$ cat config.mk
export PLATFORM = sky130hd
export DESIGN_NAME = adis_i2c_seq
export DESIGN_NICKNAME = d
export VERILOG_FILES = /design/src/core/adis_pkg.sv /design/src/core/adis_i2c_seq.sv
export VERILOG_INCLUDE_DIRS = /design/src /design/src/core
export SDC_FILE = /design/constraint.sdc
export NUM_CORES = 1
export LEC_CHECK = 0
export BUFFER_PORTS_ARGS = -buffer_cell sky130_fd_sc_hd__buf_4
export CAP_MARGIN = 20
export CELL_PAD_IN_SITES_DETAIL_PLACEMENT = 0
export CELL_PAD_IN_SITES_GLOBAL_PLACEMENT = 1
export CORE_AREA = 2 2 116 118
export DETAILED_ROUTE_END_ITERATION = 7
export DIE_AREA = 0 0 118 120
export PLACE_DENSITY_LB_ADDON = 0.15
export SYNTH_ARGS = -nofsm -noshare
export SYNTH_HDL_FRONTEND = slang
export SYNTH_SLANG_ARGS = --single-unit
$ cat constraint.sdc
create_clock -name clk_i -period 2.7 [get_ports clk_i]
set_clock_uncertainty 0.2 [all_clocks]
set_input_delay 0.54 -clock clk_i [delete_from_list [all_inputs] [get_ports clk_i]]
set_output_delay 0.54 -clock clk_i [all_outputs]
set_load 0.02 [all_outputs]
$ cat src/core/adis_defines.svh
// Overview of operation
// - write is address, two instruction bytes, stop
// - read returns four status bytes in order
// - read of the fourth status byte stops offset detection; bit 2 valid
// - after current detection only bit 5 valid
// - offset at threshold sets channel bit 2
// - second byte bit 4 selects operation
// - second byte bit 2 enables current detection
// - status byte 1 bit 6 flags cycle done
`ifndef ADIS_DEFINES_SVH
`define ADIS_DEFINES_SVH
`define ADIS_DEV_ADDR 7'h6c
`define ADIS_RW_BIT 0
`define ADIS_IB1_DIAG_BIT 6
`define ADIS_IB1_OFFSET_BIT 5
`define ADIS_IB2_STBY_BIT 4
`define ADIS_IB2_CURR_BIT 2
`define ADIS_DB_OFFSET_BIT 2
`define ADIS_DB_CURR_BIT 5
`define ADIS_DB1_DONE_BIT 6
`define ADIS_DB2_OFS_ACT_BIT 7
`define ADIS_DB2_CUR_ACT_BIT 6
`define ADIS_RESET_BYTE 8'h00
`define ADIS_CLK_PERIOD_NS 4
`define ADIS_DIAG_TIME_US 1000
`define ADIS_DIAG_CYCLES ((`ADIS_DIAG_TIME_US * 1000) / `ADIS_CLK_PERIOD_NS)
`endif

$ cat src/core/adis_pkg.sv
`default_nettype none
package adis_pkg;
  typedef enum logic [2:0] {
    ADIS_IDLE, ADIS_ADDR, ADIS_WR, ADIS_RD, ADIS_ACK_TX, ADIS_ACK_RX, ADIS_IGNORE
  } adis_state_e;
  typedef struct packed {
    logic [7:0] first;
    logic [7:0] second;
  } adis_instr_s;
  typedef struct packed {
    logic [3:0] open_load;
    logic [3:0] offset_flag;
    logic [3:0] curr_low;
    logic [3:0] short_vcc;
    logic [3:0] short_gnd;
    logic thermal;
  } adis_meas_s;
endpackage : adis_pkg
`default_nettype wire

$ cat src/core/adis_i2c_seq.sv
`timescale 1ns/1ps
`default_nettype none
`include "adis_defines.svh"
module adis_i2c_seq #(
  parameter int unsigned DIAG_CYCLES = `ADIS_DIAG_CYCLES
) (
  input wire logic clk_i,
  input wire logic rst_n_i,
  input wire logic scl_i,
  input wire logic sda_i,
  output logic sda_o,
  output logic sda_oe_o,
  input wire adis_pkg::adis_meas_s meas_i,
  output adis_pkg::adis_instr_s instr_o,
  output logic amp_on_o,
  output logic diag_busy_o,
  output logic diag_done_o
);
  // ------------------------------------------------------------
  // pin synchronisers
  // ------------------------------------------------------------
  logic [1:0] scl_s_r, sda_s_r;
  logic scl_d_r, sda_d_r;
  adis_pkg::adis_meas_s meas_s1_r, meas_s2_r;
  always_ff @(posedge clk_i) begin
    if (!rst_n_i) begin
      scl_s_r <= 2'h3;
      sda_s_r <= 2'h3;
      scl_d_r <= 1'b1;
      sda_d_r <= 1'b1;
      meas_s1_r <= '0;
      meas_s2_r <= '0;
    end else begin
      scl_s_r <= {scl_s_r[0], scl_i};
      sda_s_r <= {sda_s_r[0], sda_i};
      scl_d_r <= scl_s_r[1];
      sda_d_r <= sda_s_r[1];
      meas_s1_r <= meas_i;
      meas_s2_r <= meas_s1_r;
    end
  end
  logic scl_rise, scl_fall, start_c, stop_c;
  assign scl_rise = scl_s_r[1] & ~scl_d_r;
  assign scl_fall = ~scl_s_r[1] & scl_d_r;
  assign start_c = scl_s_r[1] & scl_d_r & sda_d_r & ~sda_s_r[1];
  assign stop_c = scl_s_r[1] & scl_d_r & ~sda_d_r & sda_s_r[1];

  // ------------------------------------------------------------
  // bus engine
  // ------------------------------------------------------------
  adis_pkg::adis_state_e st_r, st_nxt, after_r, after_nxt;
  logic [7:0] sh_r, sh_nxt;
  logic [3:0] bit_r, bit_nxt;
  logic [2:0] idx_r, idx_nxt;
  logic sda_r, sda_nxt, oe_r, oe_nxt;
  logic [7:0] ib1_r, ib1_nxt, ib2_r, ib2_nxt;
  logic wr_done_c, rd_done_c;
  logic [7:0] db_c [4];
  logic [3:0] ofs_lat_r, ofs_lat_nxt;
  logic ofs_act_r, ofs_act_nxt, cur_act_r, cur_act_nxt, done_r, done_nxt;
  logic [31:0] cnt_r, cnt_nxt;
  logic rd_end_c;

  always_comb begin
    st_nxt = st_r;
    after_nxt = after_r;
    sh_nxt = sh_r;
    bit_nxt = bit_r;
    idx_nxt = idx_r;
    sda_nxt = sda_r;
    oe_nxt = oe_r;
    ib1_nxt = ib1_r;
    ib2_nxt = ib2_r;
    wr_done_c = 1'b0;
    rd_end_c = 1'b0;
    if (stop_c) begin
      st_nxt = adis_pkg::ADIS_IDLE;
      oe_nxt = 1'b0;
      if (idx_r == 3'h2 && after_r == adis_pkg::ADIS_WR) begin
        wr_done_c = 1'b1;
      end
    end else if (start_c) begin
      st_nxt = adis_pkg::ADIS_ADDR;
      bit_nxt = 4'h0;
      idx_nxt = 3'h0;
      oe_nxt = 1'b0;
    end else begin
      unique case (st_r)
        adis_pkg::ADIS_IDLE, adis_pkg::ADIS_IGNORE: begin
        end
        adis_pkg::ADIS_ADDR, adis_pkg::ADIS_WR: begin
          if (scl_rise) begin
            sh_nxt = {sh_r[6:0], sda_s_r[1]};
            bit_nxt = bit_r + 4'h1;
          end
          if (scl_fall && bit_r == 4'h8) begin
            bit_nxt = 4'h0;
            if (st_r == adis_pkg::ADIS_ADDR) begin
              if (sh_r[7:1] == `ADIS_DEV_ADDR) begin
                st_nxt = adis_pkg::ADIS_ACK_TX;
                oe_nxt = 1'b1;
                sda_nxt = 1'b0;
                after_nxt = sh_r[`ADIS_RW_BIT] ? adis_pkg::ADIS_RD : adis_pkg::ADIS_WR;
              end else begin
                st_nxt = adis_pkg::ADIS_IGNORE;
              end
            end else if (idx_r < 3'h2) begin
              if (idx_r == 3'h0) ib1_nxt = sh_r;
              else ib2_nxt = sh_r;
              idx_nxt = idx_r + 3'h1;
              st_nxt = adis_pkg::ADIS_ACK_TX;
              oe_nxt = 1'b1;
              sda_nxt = 1'b0;
            end else begin
              st_nxt = adis_pkg::ADIS_IGNORE;
            end
          end
        end
        adis_pkg::ADIS_ACK_TX: begin
          if (scl_fall) begin
            st_nxt = after_r;
            oe_nxt = 1'b0;
            if (after_r == adis_pkg::ADIS_RD) begin
              sh_nxt = db_c[idx_r[1:0]];
              oe_nxt = ~db_c[idx_r[1:0]][7];
              sda_nxt = 1'b0;
              bit_nxt = 4'h1;
            end
          end
        end
        adis_pkg::ADIS_RD: begin
          if (scl_fall) begin
            if (bit_r == 4'h8) begin
              st_nxt = adis_pkg::ADIS_ACK_RX;
              oe_nxt = 1'b0;
              idx_nxt = idx_r + 3'h1;
              if (idx_r == 3'h3) rd_end_c = 1'b1;
            end else begin
              oe_nxt = ~sh_r[3'h7 - bit_r[2:0]];
              bit_nxt = bit_r + 4'h1;
            end
          end
        end
        adis_pkg::ADIS_ACK_RX: begin
          if (scl_rise && (sda_s_r[1] || idx_r == 3'h4)) begin
            st_nxt = adis_pkg::ADIS_IGNORE;
          end else if (scl_fall) begin
            // host acked: launch the next status byte, sda driven low when its bit 7 is 0
            st_nxt = adis_pkg::ADIS_RD;
            sh_nxt = db_c[idx_r[1:0]];
            oe_nxt = ~db_c[idx_r[1:0]][7];
            bit_nxt = 4'h1;
          end
        end
        default: st_nxt = adis_pkg::ADIS_IDLE;
      endcase
    end
  end

  // ------------------------------------------------------------
  // diagnostic sequencer
  // ------------------------------------------------------------
  always_comb begin
    ofs_act_nxt = ofs_act_r;
    cur_act_nxt = cur_act_r;
    done_nxt = done_r;
    cnt_nxt = cnt_r;
    ofs_lat_nxt = ofs_lat_r;
    if (cnt_r != 32'h0) begin
      cnt_nxt = cnt_r - 32'h1;
      if (cnt_r == 32'h1) done_nxt = 1'b1;
    end
    if (rd_end_c) ofs_act_nxt = 1'b0;
    if (wr_done_c) begin
      ofs_act_nxt = ib1_r[`ADIS_IB1_OFFSET_BIT];
      if (ib1_r[`ADIS_IB1_OFFSET_BIT]) ofs_lat_nxt = 4'h0;
      cur_act_nxt = ib2_r[`ADIS_IB2_CURR_BIT];
      if (ib1_r[`ADIS_IB1_DIAG_BIT]) begin
        done_nxt = 1'b0;
        cnt_nxt = DIAG_CYCLES;
      end
    end
    // latch offset flags, a flag wins over a clear
    if (ofs_act_r) ofs_lat_nxt = ofs_lat_nxt | meas_s2_r.offset_flag;
  end

  always_ff @(posedge clk_i) begin
    if (!rst_n_i) begin
      st_r <= adis_pkg::ADIS_IDLE;
      after_r <= adis_pkg::ADIS_IDLE;
      sh_r <= `ADIS_RESET_BYTE;
      bit_r <= 4'h0;
      idx_r <= 3'h0;
      sda_r <= 1'b0;
      oe_r <= 1'b0;
      ib1_r <= `ADIS_RESET_BYTE;
      ib2_r <= `ADIS_RESET_BYTE;
      ofs_act_r <= 1'b0;
      cur_act_r <= 1'b0;
      done_r <= 1'b0;
      cnt_r <= 32'h0;
      ofs_lat_r <= 4'h0;
      instr_o <= '0;
    end else begin
      st_r <= st_nxt;
      after_r <= after_nxt;
      sh_r <= sh_nxt;
      bit_r <= bit_nxt;
      idx_r <= idx_nxt;
      sda_r <= sda_nxt;
      oe_r <= oe_nxt;
      ib1_r <= ib1_nxt;
      ib2_r <= ib2_nxt;
      ofs_act_r <= ofs_act_nxt;
      cur_act_r <= cur_act_nxt;
      done_r <= done_nxt;
      cnt_r <= cnt_nxt;
      ofs_lat_r <= ofs_lat_nxt;
      if (wr_done_c) instr_o <= {ib1_r, ib2_r};
    end
  end

  // ------------------------------------------------------------
  // status bytes
  // ------------------------------------------------------------
  always_comb begin
    for (int i = 0; i < 4; i++) begin
      db_c[i] = {2'h0, meas_s2_r.curr_low[i], 1'b0, 1'b0,
                 ofs_act_r ? ofs_lat_r[i] : meas_s2_r.open_load[i],
                 meas_s2_r.short_vcc[i], meas_s2_r.short_gnd[i]};
    end
    db_c[0][7] = meas_s2_r.thermal;
    db_c[0][`ADIS_DB1_DONE_BIT] = done_r;
    db_c[1][`ADIS_DB2_OFS_ACT_BIT] = ofs_act_r;
    db_c[1][`ADIS_DB2_CUR_ACT_BIT] = cur_act_r;
    db_c[2][7] = ib1_r[4];
    db_c[2][6] = ib1_r[`ADIS_IB1_DIAG_BIT];
  end

  assign sda_o = sda_r;
  assign sda_oe_o = oe_r;
  assign amp_on_o = instr_o.second[`ADIS_IB2_STBY_BIT];
  assign diag_busy_o = cnt_r != 32'h0;
  assign diag_done_o = done_r;

  // ------------------------------------------------------------
  // checks
  // ------------------------------------------------------------
  ack_low_a: assert property (@(posedge clk_i) disable iff (!rst_n_i)
    st_r == adis_pkg::ADIS_ACK_TX |-> oe_r && !sda_r)
    else $error("ack not driven low");
  offset_stop_a: assert property (@(posedge clk_i) disable iff (!rst_n_i)
    rd_end_c && !wr_done_c |=> !ofs_act_r)
    else $error("offset not stopped by read");
  done_flag_a: assert property (@(posedge clk_i) disable iff (!rst_n_i)
    cnt_r == 32'h1 && !wr_done_c |=> done_r)
    else $error("done flag missing");
  write_commit_a: assert property (@(posedge clk_i) disable iff (!rst_n_i)
    wr_done_c |=> instr_o == {$past(ib1_r), $past(ib2_r)})
    else $error("write not committed");
  standby_a: assert property (@(posedge clk_i) disable iff (!rst_n_i)
    amp_on_o == instr_o.second[4])
    else $error("standby bit mismatch");
  curr_en_a: assert property (@(posedge clk_i) disable iff (!rst_n_i)
    wr_done_c |=> cur_act_r == $past(ib2_r[2]))
    else $error("current enable wrong");
  offset_latch_a: assert property (@(posedge clk_i) disable iff (!rst_n_i)
    ofs_act_r && meas_s2_r.offset_flag[0] && !wr_done_c |=> ofs_lat_r[0])
    else $error("offset not latched");
  read_four_a: assert property (@(posedge clk_i) disable iff (!rst_n_i)
    st_r == adis_pkg::ADIS_RD |-> idx_r < 3'h4)
    else $error("read past four bytes");
  write_c: cover property (@(posedge clk_i) disable iff (!rst_n_i) wr_done_c);
  read_c: cover property (@(posedge clk_i) disable iff (!rst_n_i) rd_end_c);
  diag_c: cover property (@(posedge clk_i) disable iff (!rst_n_i) $rose(done_r));
endmodule : adis_i2c_seq
`default_nettype wire

# Word-level counts from Yosys, hierarchy flattened
# Cells that the tools add are included.
# W data, S select, Z words.
word_totals:
  inputBits: 25
  regBits: 142
  elab_cells: 208
  output_inout_bits: 21
op_classes:
  add_sub_neg: 4
  order_cmp: 3
  n_mux: 82
  n_reduce_logical: 27
  eq_ne: 38
  bitwise_logic: 21
op_table:
  columns: ["op", "n"]
  rows:
  - ["$mux W32", 3]
  - ["$mux W8", 7]
  - ["$mux W4", 12]
  - ["$mux W3", 13]
  - ["$ne A3 B3 Y1 const B", 13]
  - ["$mux W1", 37]
  - ["$eq A32 B1 Y1 const B", 1]
  - ["$reduce_bool A32 Y1", 1]
  - ["$sub A32 B1 Y32 const B", 1]
  - ["$pmux W8 S3", 1]
  - ["$reduce_and A8 Y1", 3]
  - ["$reduce_and A7 Y1", 3]
  - ["$eq A3 B2 Y1 const B", 6]
  - ["$ne A2 B2 Y1 const B", 9]
  - ["$reduce_and A6 Y1", 3]
  - ["$bmux W8 S2", 1]
  - ["$pmux W4 S4", 1]
  - ["$pmux W3 S5", 1]
  - ["$eq A3 B3 Y1 const B", 4]
  - ["$not A1 Y1", 12]
  - ["$reduce_and A9 Y1", 1]
  - ["$ne A4 B4 Y1 const B", 2]
  - ["$and A1 B1 Y1", 7]
  - ["$eq A7 B7 Y1 const B", 1]
  - ["other kinds (24)", 32]

# Depth between registers and ports, before layout
# Gate-level depths: netlist (run 1).
logic_depth:
  word_depth: 9
  depth_mapped: 11
  ltp_nobuf: 8

# Worst setup path after synthesis (run 1)
# Ideal clock, no wire load.
synth_timing:
  path_type: "flip-flop to flip-flop"
  start: "reg idx_r[0]"
  end: "reg done_r (netlist: diag_done_o)"
  slack_ns: 0.332
  period_less_slack_ns: 2.368
  arrival_ns: 2.051
  path_stages_with_launch: 12
  n_path_buf: 3
  required_ns: 2.383
  path_cell_list: "dfxtp_1 -> clkbuf_1 -> inv_1 -> ha_1 -> nand2_1 -> or4_1 -> buf_2 -> inv_2 -> nand2_1 -> nand2_1 -> buf_4 -> nor2_1"
synth_between:
  elab_chain_len: 5
synth_rtl:
  columns: ["item", "line", "text"]
  rows:
  - ["from (decl)", "adis_i2c_seq.sv:54", "logic [2:0] idx_r, idx_nxt;"]
  - ["from (signal assigned)", "adis_i2c_seq.sv:209", "idx_r <= idx_nxt;"]
  - ["$eq A3 B2 Y1", "adis_i2c_seq.sv:79", "if (idx_r == 3'h2 && after_r == adis_pkg::ADIS_WR) begin"]
  - ["$logic_and A1 B1 Y1", "adis_i2c_seq.sv:79", null]
  - ["$mux W1", "adis_i2c_seq.sv:79", null]
  - ["$mux W1", "adis_i2c_seq.sv:76", "if (stop_c) begin"]
  - ["$mux W1", "adis_i2c_seq.sv:174", "if (wr_done_c) begin"]
  - ["to (signal assigned)", "adis_i2c_seq.sv:216", "done_r <= done_nxt;"]
  - ["to (decl)", "adis_i2c_seq.sv:60", "logic ofs_act_r, ofs_act_nxt, cur_act_r, cur_act_nxt, done_r, done_nxt;"]
# No other way between the ends.
# A chain may end at the register's enable or synchronous reset.

# Worst setup path in the final report (run 1)
layout_timing:
  start: "reg cnt_r[6]"
  end: "out diag_busy_o"
layout_between:
  elab_chain_len: 1
layout_rtl:
  columns: ["item", "line", "text"]
  rows:
  - ["from (decl)", "adis_i2c_seq.sv:61", "logic [31:0] cnt_r, cnt_nxt;"]
  - ["from (signal assigned)", "adis_i2c_seq.sv:217", "cnt_r <= cnt_nxt;"]
  - ["$reduce_bool A32 Y1", "adis_i2c_seq.sv:243", "assign diag_busy_o = cnt_r != 32'h0;"]
  - ["to (decl)", "adis_i2c_seq.sv:16", "output logic diag_busy_o,"]
# No other way between the ends.

==> reports/qor.yml, run 1 <==
logic_synthesis:
  ys.flop_type: "dfxtp_1"
  synth_edf_count: 0
  synth_warnings: 0
  synth.most_common_cell: "dfxtp_1"
  synth_top_area_share_pct: 47.7
  synth_cell_types: 61
  postSynthAreaPerCell_um2: 9.42
  ys_ff_latch: 139
  netlist_instances: 620
  synth.top_cells.by_area: "dfxtp_1 48%, nor2_1 5.4%, mux2i_1 5.3%"
  ys_seq_area_share_pct: 47.7
  syn_nets: 653
  yosys-top-cells-count: "139 x dfxtp_1, 84 x nor2_1, 58 x nand2_1, 45 x and2_1, 31 x mux2i_1"
  yosys.area.top_type: "dfxtp_1"
  synthesis.area_um2: 5840
  async_flop_share_pct: 0
placed_design:
  gp_congestion: 0.829
  io_buffers: 44
  dpl_worst_slack_ns: 0.257
  detailed_place_hpwl_um: 8480
detailed_routing:
  routedWlPerCell_um: 14.2
  finalWirelength_um: 12200
  ant_nets: 0
  vias: 4296
  first_pass_iters: 4
  viasPerCell: 5.01
  drt_iter0_drc: 235
  drc: 0
global_route:
  grt_max_degree: 51
  grt_pass1_wl_um: 20700
  grt_overflow: 0
  grt_pass1_vias: 4253
  antenna_found_initial: 0
  gr-usage-all-layers_pct: 18.4
cts:
  clock-sinks: 139
  clockBufferDepth: 2
  clk_pin_slew_ns: 0.06
  root_buffer: "clkbuf_16"
  htreeDepth: 4
  insertion_delay_ns: 0.41
  ctsHoldBuffers: 0
  cts_made_buffers: 17
  cts_tree: "yes"
cells_and_area:
  area_delta_synth_final_pct: 20.7
  final_nets: 701
  drive_gt1_share_pct: 18.6
  fin_util_pct: 54.3
  diodes: 0
worst_setup_path:
  worstSetupStartpoint: "cnt_r[6]"
  critPathMaxFanout: 3
  start_kind: "register"
  arrival_ns: 1.83
  r2r_start: "bit_r[0]"
  critPathRequiredTime_ns: 1.96
  r2r_cells: 9
  r2r_setup_slack_ns: 0.25
  crit_end: "diag_busy_o"
  end_kind: "primary output"
  path_class: "register to primary output"
  r2r_end: "ib1_r[0]"
timing:
  min_period_over_period_pct: 95.2
  slew_headroom_pct: 53.6
  fmaxAchievable_mhz: 389
  tns_ns: 0
  slew_viol_final: 0
  fin_ws_ns: 0.129
  hold_violations: 0
  hold_ws_ns: 0.114
  worst_pin_slew_ns: 0.692
  layout_min_cycle_time_ns: 2.57
  rsz0062_at_grt: "no"
  final-setup-viol-count: 0
pwr:
  totalPowerFinal_mw: 7.47
  ir_drop_v: 0.000703
  power.internal_mw: 5.01
  switching_power_mw: 2.45
  p_seq_share_pct: 34.0
  comb_power_share_pct: 32.6
  pwr-share-clk_pct: 33.5
  p_sw_share_pct: 32.8
  leakage_nw: 2.89
  power.density_nw_per_um2: 1060
floorplan:
  fp.dieArea_um2: 14200
  io_pins: 46
  core-area_um2: 13000
  initial_utilization_pct: 45.0
  die_x_um: 118
  die-height_um: 120
  num_rows: 42
job:
  maxCapViolCount: 0
status:
  outcome: "completed"
min_path:
  hp-class: "input port to register"
-- timing repair --
| action | in CTS | in global routing |
|---|---|---|
| gates resized for setup | 4 | 5 |
| pin swaps | 3 | 3 |
| setup buffers | 2 | 2 |
| setup endpoints to repair | 1 | 1 |
-- kinds of logic after synthesis --
family                   Yosys count  share of synthesized area (%)
AND/OR/NAND/NOR                  284                           26.0
buffers and inverters             45                           3.26
XOR/XNOR                          28                           4.20
AO/OA/AOI/OAI                     76                           8.85
flip-flops                       139                           47.7
other                              1                         0.0642
adder cells (fa/ha/maj)            8                           1.71
multiplexers                      39                           8.21
-- stage by stage --
| step | cell area (µm²) | std cells |
|---|---|---|
| final | 7050 | 857 |
| after detailed placement | 6350 | 821 |
| after global placement | 6350 | 821 |
| after CTS | 7020 | 855 |
| after global routing | 7050 | 857 |
| after floorplan | 5840 | 620 |
-- sequential cells by signal, summed over array words and instances, names as in the netlist, 3 cells and up --
signal,cells
bit_r,4
cnt_r,32
db_c,13
ib1_r,8
ib2_r,8
idx_r,3
instr_o,15
meas_s1_r,21
meas_s2_r,8
ofs_lat_r,4
sh_r,8
st_r,3
-- area by class of cell --
cell class,instances,area (µm²)
fillers,1229,5930
multi-input cells,436,2890
flip-flops and latches,139,2790
repair buffers,62,469
clock buffers,20,457
well taps,176,220
clock inverters,12,186
inverters,12,45.0
-- metal layers --
| metal | wire [µm] | GRT usage [%] |
|---|---|---|
| met1 | 5570 | 22.2 |
| met2 | 6080 | 31.5 |
| met3 | 305 | 3.75 |
| met4 | 241 | 8.51 |
| met5 | 0 | 0 |
-- cells in the final DEF (no fill, tap or decap), drive strengths merged, types with 6 or more instances in the layout --
cell type / instances
dfxtp: 139
nor2: 87
buf: 62
nand2: 58
and2: 45
mux2i: 31
a21oi: 24
clkbuf: 20
xor2: 19
inv: 14
nor2b: 13
nand3: 13
nand2b: 11
nand3b: 10
nor3: 10
o21ai: 9
xnor2: 9
a21boi: 8
ha: 8
or4: 8
mux4: 7
a211oi: 7
nand4b: 6
a31oi: 6
nor4: 6
-- power by group through the flow --
stage / sequential [mW] / combinational, mW / clock, mW
after global routing: 2.58 / 2.70 / 2.65
after CTS: 2.53 / 2.37 / 2.56
after detailed placement: 2.57 / 2.19 / 0
after global placement: 2.55 / 2.15 / 0
final: 2.54 / 2.43 / 2.50
after floorplan: 2.51 / 1.80 / 0
-- critical path, cell delays in order (launching register included) --
cell	delay, ns
dfxtp_2	0.33
or4_4	0.55
nor4b_4	0.27
nand3_2	0.12
buf_6	0.15
-- worst min-delay path by stage --
stage	slack (ns)	cells after the start	endpoint	from
floorplan	0.19	1	scl_s_r[1]	scl_s_r[0]
global placement	0.19	1	scl_s_r[1]	scl_s_r[0]
detailed placement	0.20	1	sda_s_r[1]	sda_s_r[0]
CTS	0.09	2	sda_s_r[0]	sda_i
global route	0.10	2	scl_s_r[0]	scl_i
finish	0.11	2	sda_s_r[0]	sda_i
Power figures use the tool's default switching activity.
==> run 2, diff against run 1 <==
Settings changed: PLACE_DENSITY_LB_ADDON 0.15 to 0.1.
==> reports/qor.yml, run 2 (synthesis gave the netlist of run 1 again) <==
floorplan:
  num_rows: 42  # unchanged
  fp.dieArea_um2: 14200  # unchanged
  die-height_um: 120  # unchanged
  core-area_um2: 13000  # unchanged
  die_x_um: 118  # unchanged
  io_pins: 46  # unchanged
  initial_utilization_pct: 45.0  # unchanged
cells_and_area:
  diodes: 0  # unchanged
  layout_commonest_cell: "dfxtp_1"  # unchanged
  drive_gt1_share_pct: 18.2  # was 18.6%
  fin_area_um2: 7020  # was 7050 µm²
  register_area_um2: 2780  # was 2790 µm²
  reg_top3: "cnt_r (32), meas_s1_r (21), instr_o (15)"  # unchanged
  area_delta_synth_final_pct: 20.2  # was 20.7%
  top_register: "cnt_r"  # unchanged
  final_cell_mix: "138 x dfxtp_1, 84 x nor2_1, 62 x buf_4"  # was 136 x dfxtp_1, 84 x nor2_1, 61 x buf_4
  final_nets: 701  # unchanged
  fillCellCount: 1211  # was 1229
  multi_input_area_um2: 2880  # was 2890 µm²
  largest_reg_flops: 32  # unchanged
detailed_routing:
  ant_nets: 0  # unchanged
  first_pass_iters: 5  # was 4
  finalWirelength_um: 12200  # about the same
  drc: 0  # unchanged
  vias: 4359  # was 4296
  viasPerCell: 5.09  # was 5.01
  drt_iter0_drc: 260  # was 235
  routedWlPerCell_um: 14.3  # was 14.2 µm
pwr:
  pwr-share-clk_pct: 32.8  # was 33.5%
  power.internal_mw: 4.91  # was 5.01 mW
  leakage_nw: 2.88  # was 2.89 nW
  p_seq_share_pct: 34.3  # was 34.0%
  power.density_nw_per_um2: 1050  # was 1060 nW/µm²
  switching_power_mw: 2.47  # was 2.45 mW
  ir_drop_v: 0.000573  # was 0.000703 V
  comb_power_share_pct: 32.9  # was 32.6%
  p_sw_share_pct: 33.4  # was 32.8%
cts:
  cts_tree: "yes"  # unchanged
  cts_made_buffers: 17  # unchanged
  clockBufferDepth: 2  # unchanged
  htreeDepth: 4  # unchanged
  clock-sinks: 139  # unchanged
  root_buffer: "clkbuf_16"  # unchanged
  clk_pin_slew_ns: 0.06  # about the same
  ctsHoldBuffers: 0  # unchanged
  insertion_delay_ns: 0.42  # was 0.41 ns
timing:
  hold_violations: 0  # unchanged
  worst_pin_slew_ns: 0.645  # was 0.692 ns
  final-setup-viol-count: 0  # unchanged
  hold_ws_ns: 0.0967  # was 0.114 ns
  tns_ns: 0  # unchanged
  fin_ws_ns: 0.0843  # was 0.129 ns
  slew_viol_final: 0  # unchanged
  rsz0062_at_grt: "no"  # unchanged
  fmaxAchievable_mhz: 382  # was 389 MHz
  layout_min_cycle_time_ns: 2.62  # was 2.57 ns
  slew_headroom_pct: 56.7  # was 53.6%
  min_period_over_period_pct: 96.9  # was 95.2%
global_route:
  grt_pass1_vias: 4214  # was 4253
  grt_overflow: 0  # unchanged
  grt_max_degree: 46  # was 51
  gr-usage-all-layers_pct: 18.2  # was 18.4%
  grt_use_met2_pct: 32.3  # was 31.5%
  grt.busiest_layer: "met2"  # unchanged
  grt_use_met1_pct: 20.6  # was 22.2%
  met3_usage_pct: 5.61  # was 3.75%
  grt_pass1_wl_um: 20400  # was 20700 µm
  antenna_found_initial: 0  # unchanged
placed_design:
  dpl-instance-area_um2: 6340  # was 6350 µm²
  dpl_worst_slack_ns: 0.195  # was 0.257 ns
  io_buffers: 44  # unchanged
  gp_congestion: 0.865  # was 0.829
  detailed_place_hpwl_um: 8360  # was 8480 µm
worst_setup_path:
  cpMaxStageDelayCell: "or4_1"  # was or4_4
  critPathMaxFanout: 5  # was 3
  cp.depth: 4  # unchanged
  critPathRequiredTime_ns: 1.96  # about the same
  arrival_ns: 1.88  # was 1.83 ns
  max_stage_delay_ns: 0.69  # was 0.55 ns
  start_kind: "register"  # unchanged
  path_buf_inv: 1  # unchanged
  end_kind: "primary output"  # unchanged
  cp_top_family: "simple AND/OR/NAND/NOR gates"  # unchanged
  path_class: "register to primary output"  # unchanged
  path_cells: "or4_1, nor2_4, nand3_2, buf_4"  # was or4_4, nor4b_4, nand3_2, buf_6
  r2r_cells: 9  # unchanged
job:
  maxCapViolCount: 0  # unchanged
min_path:
  min_path_cells: 2  # unchanged
  hp-class: "input port to register"  # unchanged
status:
  outcome: "completed"  # unchanged
==> run 2: per-layer routing <==
metal  part of all wire [%]  vias to the layer above
met5                      0                        -
met2                     52                       78
met3                    3.9                       13
met1                     43                     2059
met4                    1.6                        0
li1                       -                     2209
==> run 2: stage by stage <==
stage / instances / power [mW] / util (%)
final: 857 / 7.37 / 54.1
after global routing: 857 / 7.79 / 54.1
after CTS: 857 / 7.38 / 54.0
after detailed placement: 820 / 4.72 / 48.9
after global placement: 820 / 4.67 / 48.9
after floorplan: 620 / 4.31 / -
==> run 2: cell type report <==
type                    count  area share [%]
clock inverters            13            2.53
flip-flops and latches    139            39.7
well taps                 176            3.14
multi-input cells         436            41.1
clock buffers              19            6.31
inverters                  12           0.642
repair buffers             62            6.63
==> run 2: worst register-to-register path: stages (launching register included) <==
cell and delay [ns]:
dfxtp_1 0.39, inv_1 0.09, ha_1 0.19, and3b_1 0.25
nand2_1 0.12, nor4_1 0.44, buf_4 0.20, and2_1 0.30
nand2_1 0.12, a21boi_0 0.16
==> run 2: path summary, 6_finish.rpt <==
check	from	endpoint	slack [ns]
max	cnt_r[24]	diag_busy_o	0.08
max reg2reg	bit_r[0]	ib1_r[3]	0.17
min	sda_i	sda_s_r[0]	0.1
min reg2reg	sda_s_r[0]	sda_s_r[1]	0.21
==> run 2: what timing repair did <==
item	in CTS	in global routing
buffers inserted	5	0
pin swaps	5	2
setup endpoints to repair	1	1
resized for setup	2	3
==> run 2: power groups by stage <==
stage          registers, mW  clock network (mW)  logic [mW]
5_1_grt                 2.56                2.56        2.67
2_1_floorplan           2.51                   0        1.80
3_5_place_dp            2.57                   0        2.16
6_report                2.53                2.42        2.42
3_3_place_gp            2.55                   0        2.11
4_1_cts                 2.52                2.48        2.38
==> run 3, diff against run 2 <==
Settings changed: CELL_PAD_IN_SITES_DETAIL_PLACEMENT 0 to not set, CELL_PAD_IN_SITES_GLOBAL_PLACEMENT 1 to not set, CORE_AREA 2 2 116 118 to 2 2 112 114, DIE_AREA 0 0 118 120 to 0 0 114 116, PLACE_DENSITY set to 0.67, PLACE_DENSITY_LB_ADDON 0.1 to not set.
==> reports/qor.yml, run 3 (synthesis gave the netlist of run 1 again) <==
job:
  maxCapViolCount: 0  # unchanged
min_path:
  min_path_cells: 2  # unchanged
  hp-class: "input port to register"  # unchanged
worst_setup_path:
  cp.depth: 4  # unchanged
  critPathRequiredTime_ns: 1.96  # about the same
  critPathMaxFanout: 3  # was 5
  r2r_cells: 6  # was 9
  end_kind: "primary output"  # unchanged
  start_kind: "register"  # unchanged
  arrival_ns: 1.89  # was 1.88 ns
  max_stage_delay_ns: 0.55  # was 0.69 ns
  cp_top_family: "simple AND/OR/NAND/NOR gates"  # unchanged
  path_class: "register to primary output"  # unchanged
  path_buf_inv: 1  # unchanged
  path_cells: "or4_4, nor4b_4, nand3_2, buf_4"  # was or4_1, nor2_4, nand3_2, buf_4
  cpMaxStageDelayCell: "or4_4"  # was or4_1
timing:
  slew_headroom_pct: 53.3  # was 56.7%
  slew_viol_final: 0  # unchanged
  layout_min_cycle_time_ns: 2.63  # was 2.62 ns
  fmaxAchievable_mhz: 380  # was 382 MHz
  rsz0062_at_grt: "no"  # unchanged
  min_period_over_period_pct: 97.4  # was 96.9%
  worst_pin_slew_ns: 0.695  # was 0.645 ns
  final-setup-viol-count: 0  # unchanged
  tns_ns: 0  # unchanged
  hold_violations: 0  # unchanged
cells_and_area:
  multi_input_area_um2: 2880  # about the same
  fin_util_pct: 58.1  # was 54.1%
  top_register: "cnt_r"  # unchanged
  drive_gt1_share_pct: 17.8  # was 18.2%
  register_area_um2: 2790  # was 2780 µm²
  layout_commonest_cell: "dfxtp_1"  # unchanged
  final_nets: 700  # was 701
  area_delta_synth_final_pct: 18.5  # was 20.2%
  fillCellCount: 1079  # was 1211
  fin_area_um2: 6920  # was 7020 µm²
  diodes: 0  # unchanged
  reg_top3: "cnt_r (32), meas_s1_r (21), instr_o (15)"  # unchanged
  final_cell_mix: "137 x dfxtp_1, 84 x nor2_1, 61 x buf_4"  # was 138 x dfxtp_1, 84 x nor2_1, 62 x buf_4
  largest_reg_flops: 32  # unchanged
cts:
  root_buffer: "clkbuf_16"  # unchanged
  clock-sinks: 139  # unchanged
  ctsHoldBuffers: 0  # unchanged
  cts_made_buffers: 17  # unchanged
  clk_pin_slew_ns: 0.06  # about the same
  clockBufferDepth: 2  # unchanged
  cts_tree: "yes"  # unchanged
  insertion_delay_ns: 0.42  # about the same
  htreeDepth: 4  # unchanged
placed_design:
  io_buffers: 44  # unchanged
  gp_congestion: 0.884  # was 0.865
  detailed_place_hpwl_um: 8180  # was 8360 µm
  dpl-instance-area_um2: 6300  # was 6340 µm²
pwr:
  leakage_nw: 2.85  # was 2.88 nW
  ir_drop_v: 0.000582  # was 0.000573 V
  power.density_nw_per_um2: 1040  # was 1050 nW/µm²
  totalPowerFinal_mw: 7.16  # was 7.37 mW
floorplan:
  num_rows: 40  # was 42
  core-area_um2: 11900  # was 13000 µm²
  die_x_um: 114  # was 118 µm
  io_pins: 46  # unchanged
  die-height_um: 116  # was 120 µm
  fp.dieArea_um2: 13200  # was 14200 µm²
  initial_utilization_pct: 49.0  # was 45.0%
detailed_routing:
  first_pass_iters: 4  # was 5
  finalWirelength_um: 12300  # was 12200 µm
  ant_nets: 0  # unchanged
  routedWlPerCell_um: 14.9  # was 14.3 µm
  drt_iter0_drc: 258  # was 260
  vias: 4377  # was 4359
  viasPerCell: 5.29  # was 5.09
  drc: 0  # unchanged
global_route:
  grt_pass1_vias: 4432  # was 4214
  antenna_found_initial: 0  # unchanged
  gr-usage-all-layers_pct: 20.4  # was 18.2%
  grt_overflow: 0  # unchanged
  grt_pass1_wl_um: 21200  # was 20400 µm
  grt_max_degree: 42  # was 46
status:
  outcome: "completed"  # unchanged
[run 3: worst register-to-register path, cell delays in order (launching register included)]
cell and delay [ns]:
dfxtp_1 0.34, or4_1 0.63, or3_4 0.47, nor3_2 0.30, or4_1 0.17, xor2_1 0.15, a21oi_1 0.09
[run 3: where the power goes]
part | internal (mW) | leakage (nW) | switching [mW]
Sequential | 2.30 | 1.13 | 0.235
Combinational | 1.08 | 1.44 | 1.34
Clock | 1.34 | 0.278 | 0.865
[run 3: metal layers]
layer  wire, µm  vias to the layer above  track usage, %
li1           -                     2206               -
met1       5410                     2051            24.2
met2       6120                       94            34.9
met3        482                       26            5.44
met4        300                        0            9.27
met5          0                        -               0
[run 3: stage by stage]
step	hold WS, ns	std cells	worst slack (ns)
final	0.0955	827	0.0709
after global placement	0.189	790	0.329
after floorplan	0.186	620	0.332
after CTS	0.0794	827	0.00317
after global routing	0.104	827	0.00464
after detailed placement	0.192	790	0.255
[run 3: layout make-up]
class / count / area share [%]
clock buffers: 23 / 6.91
clock inverters: 9 / 1.27
inverters: 12 / 0.651
multi-input cells: 436 / 41.6
flip-flops and latches: 139 / 40.3
well taps: 147 / 2.66
repair buffers: 61 / 6.62
[run 3: repair_timing]
action / CTS / global route
setup endpoints to repair: 1 / 2
resized for setup: 4 / 1
setup buffers: 5 / 0
pin swaps: 5 / 1
[run 3: final timing paths]
path	from	to	slack, ns
worst max-delay path	cnt_r[6]	diag_busy_o	0.07
worst min-delay path	sda_i	sda_s_r[0]	0.1
worst max register to register	cnt_r[13]	cnt_r[14]	0.21
worst min register to register	sda_s_r[0]	sda_s_r[1]	0.21
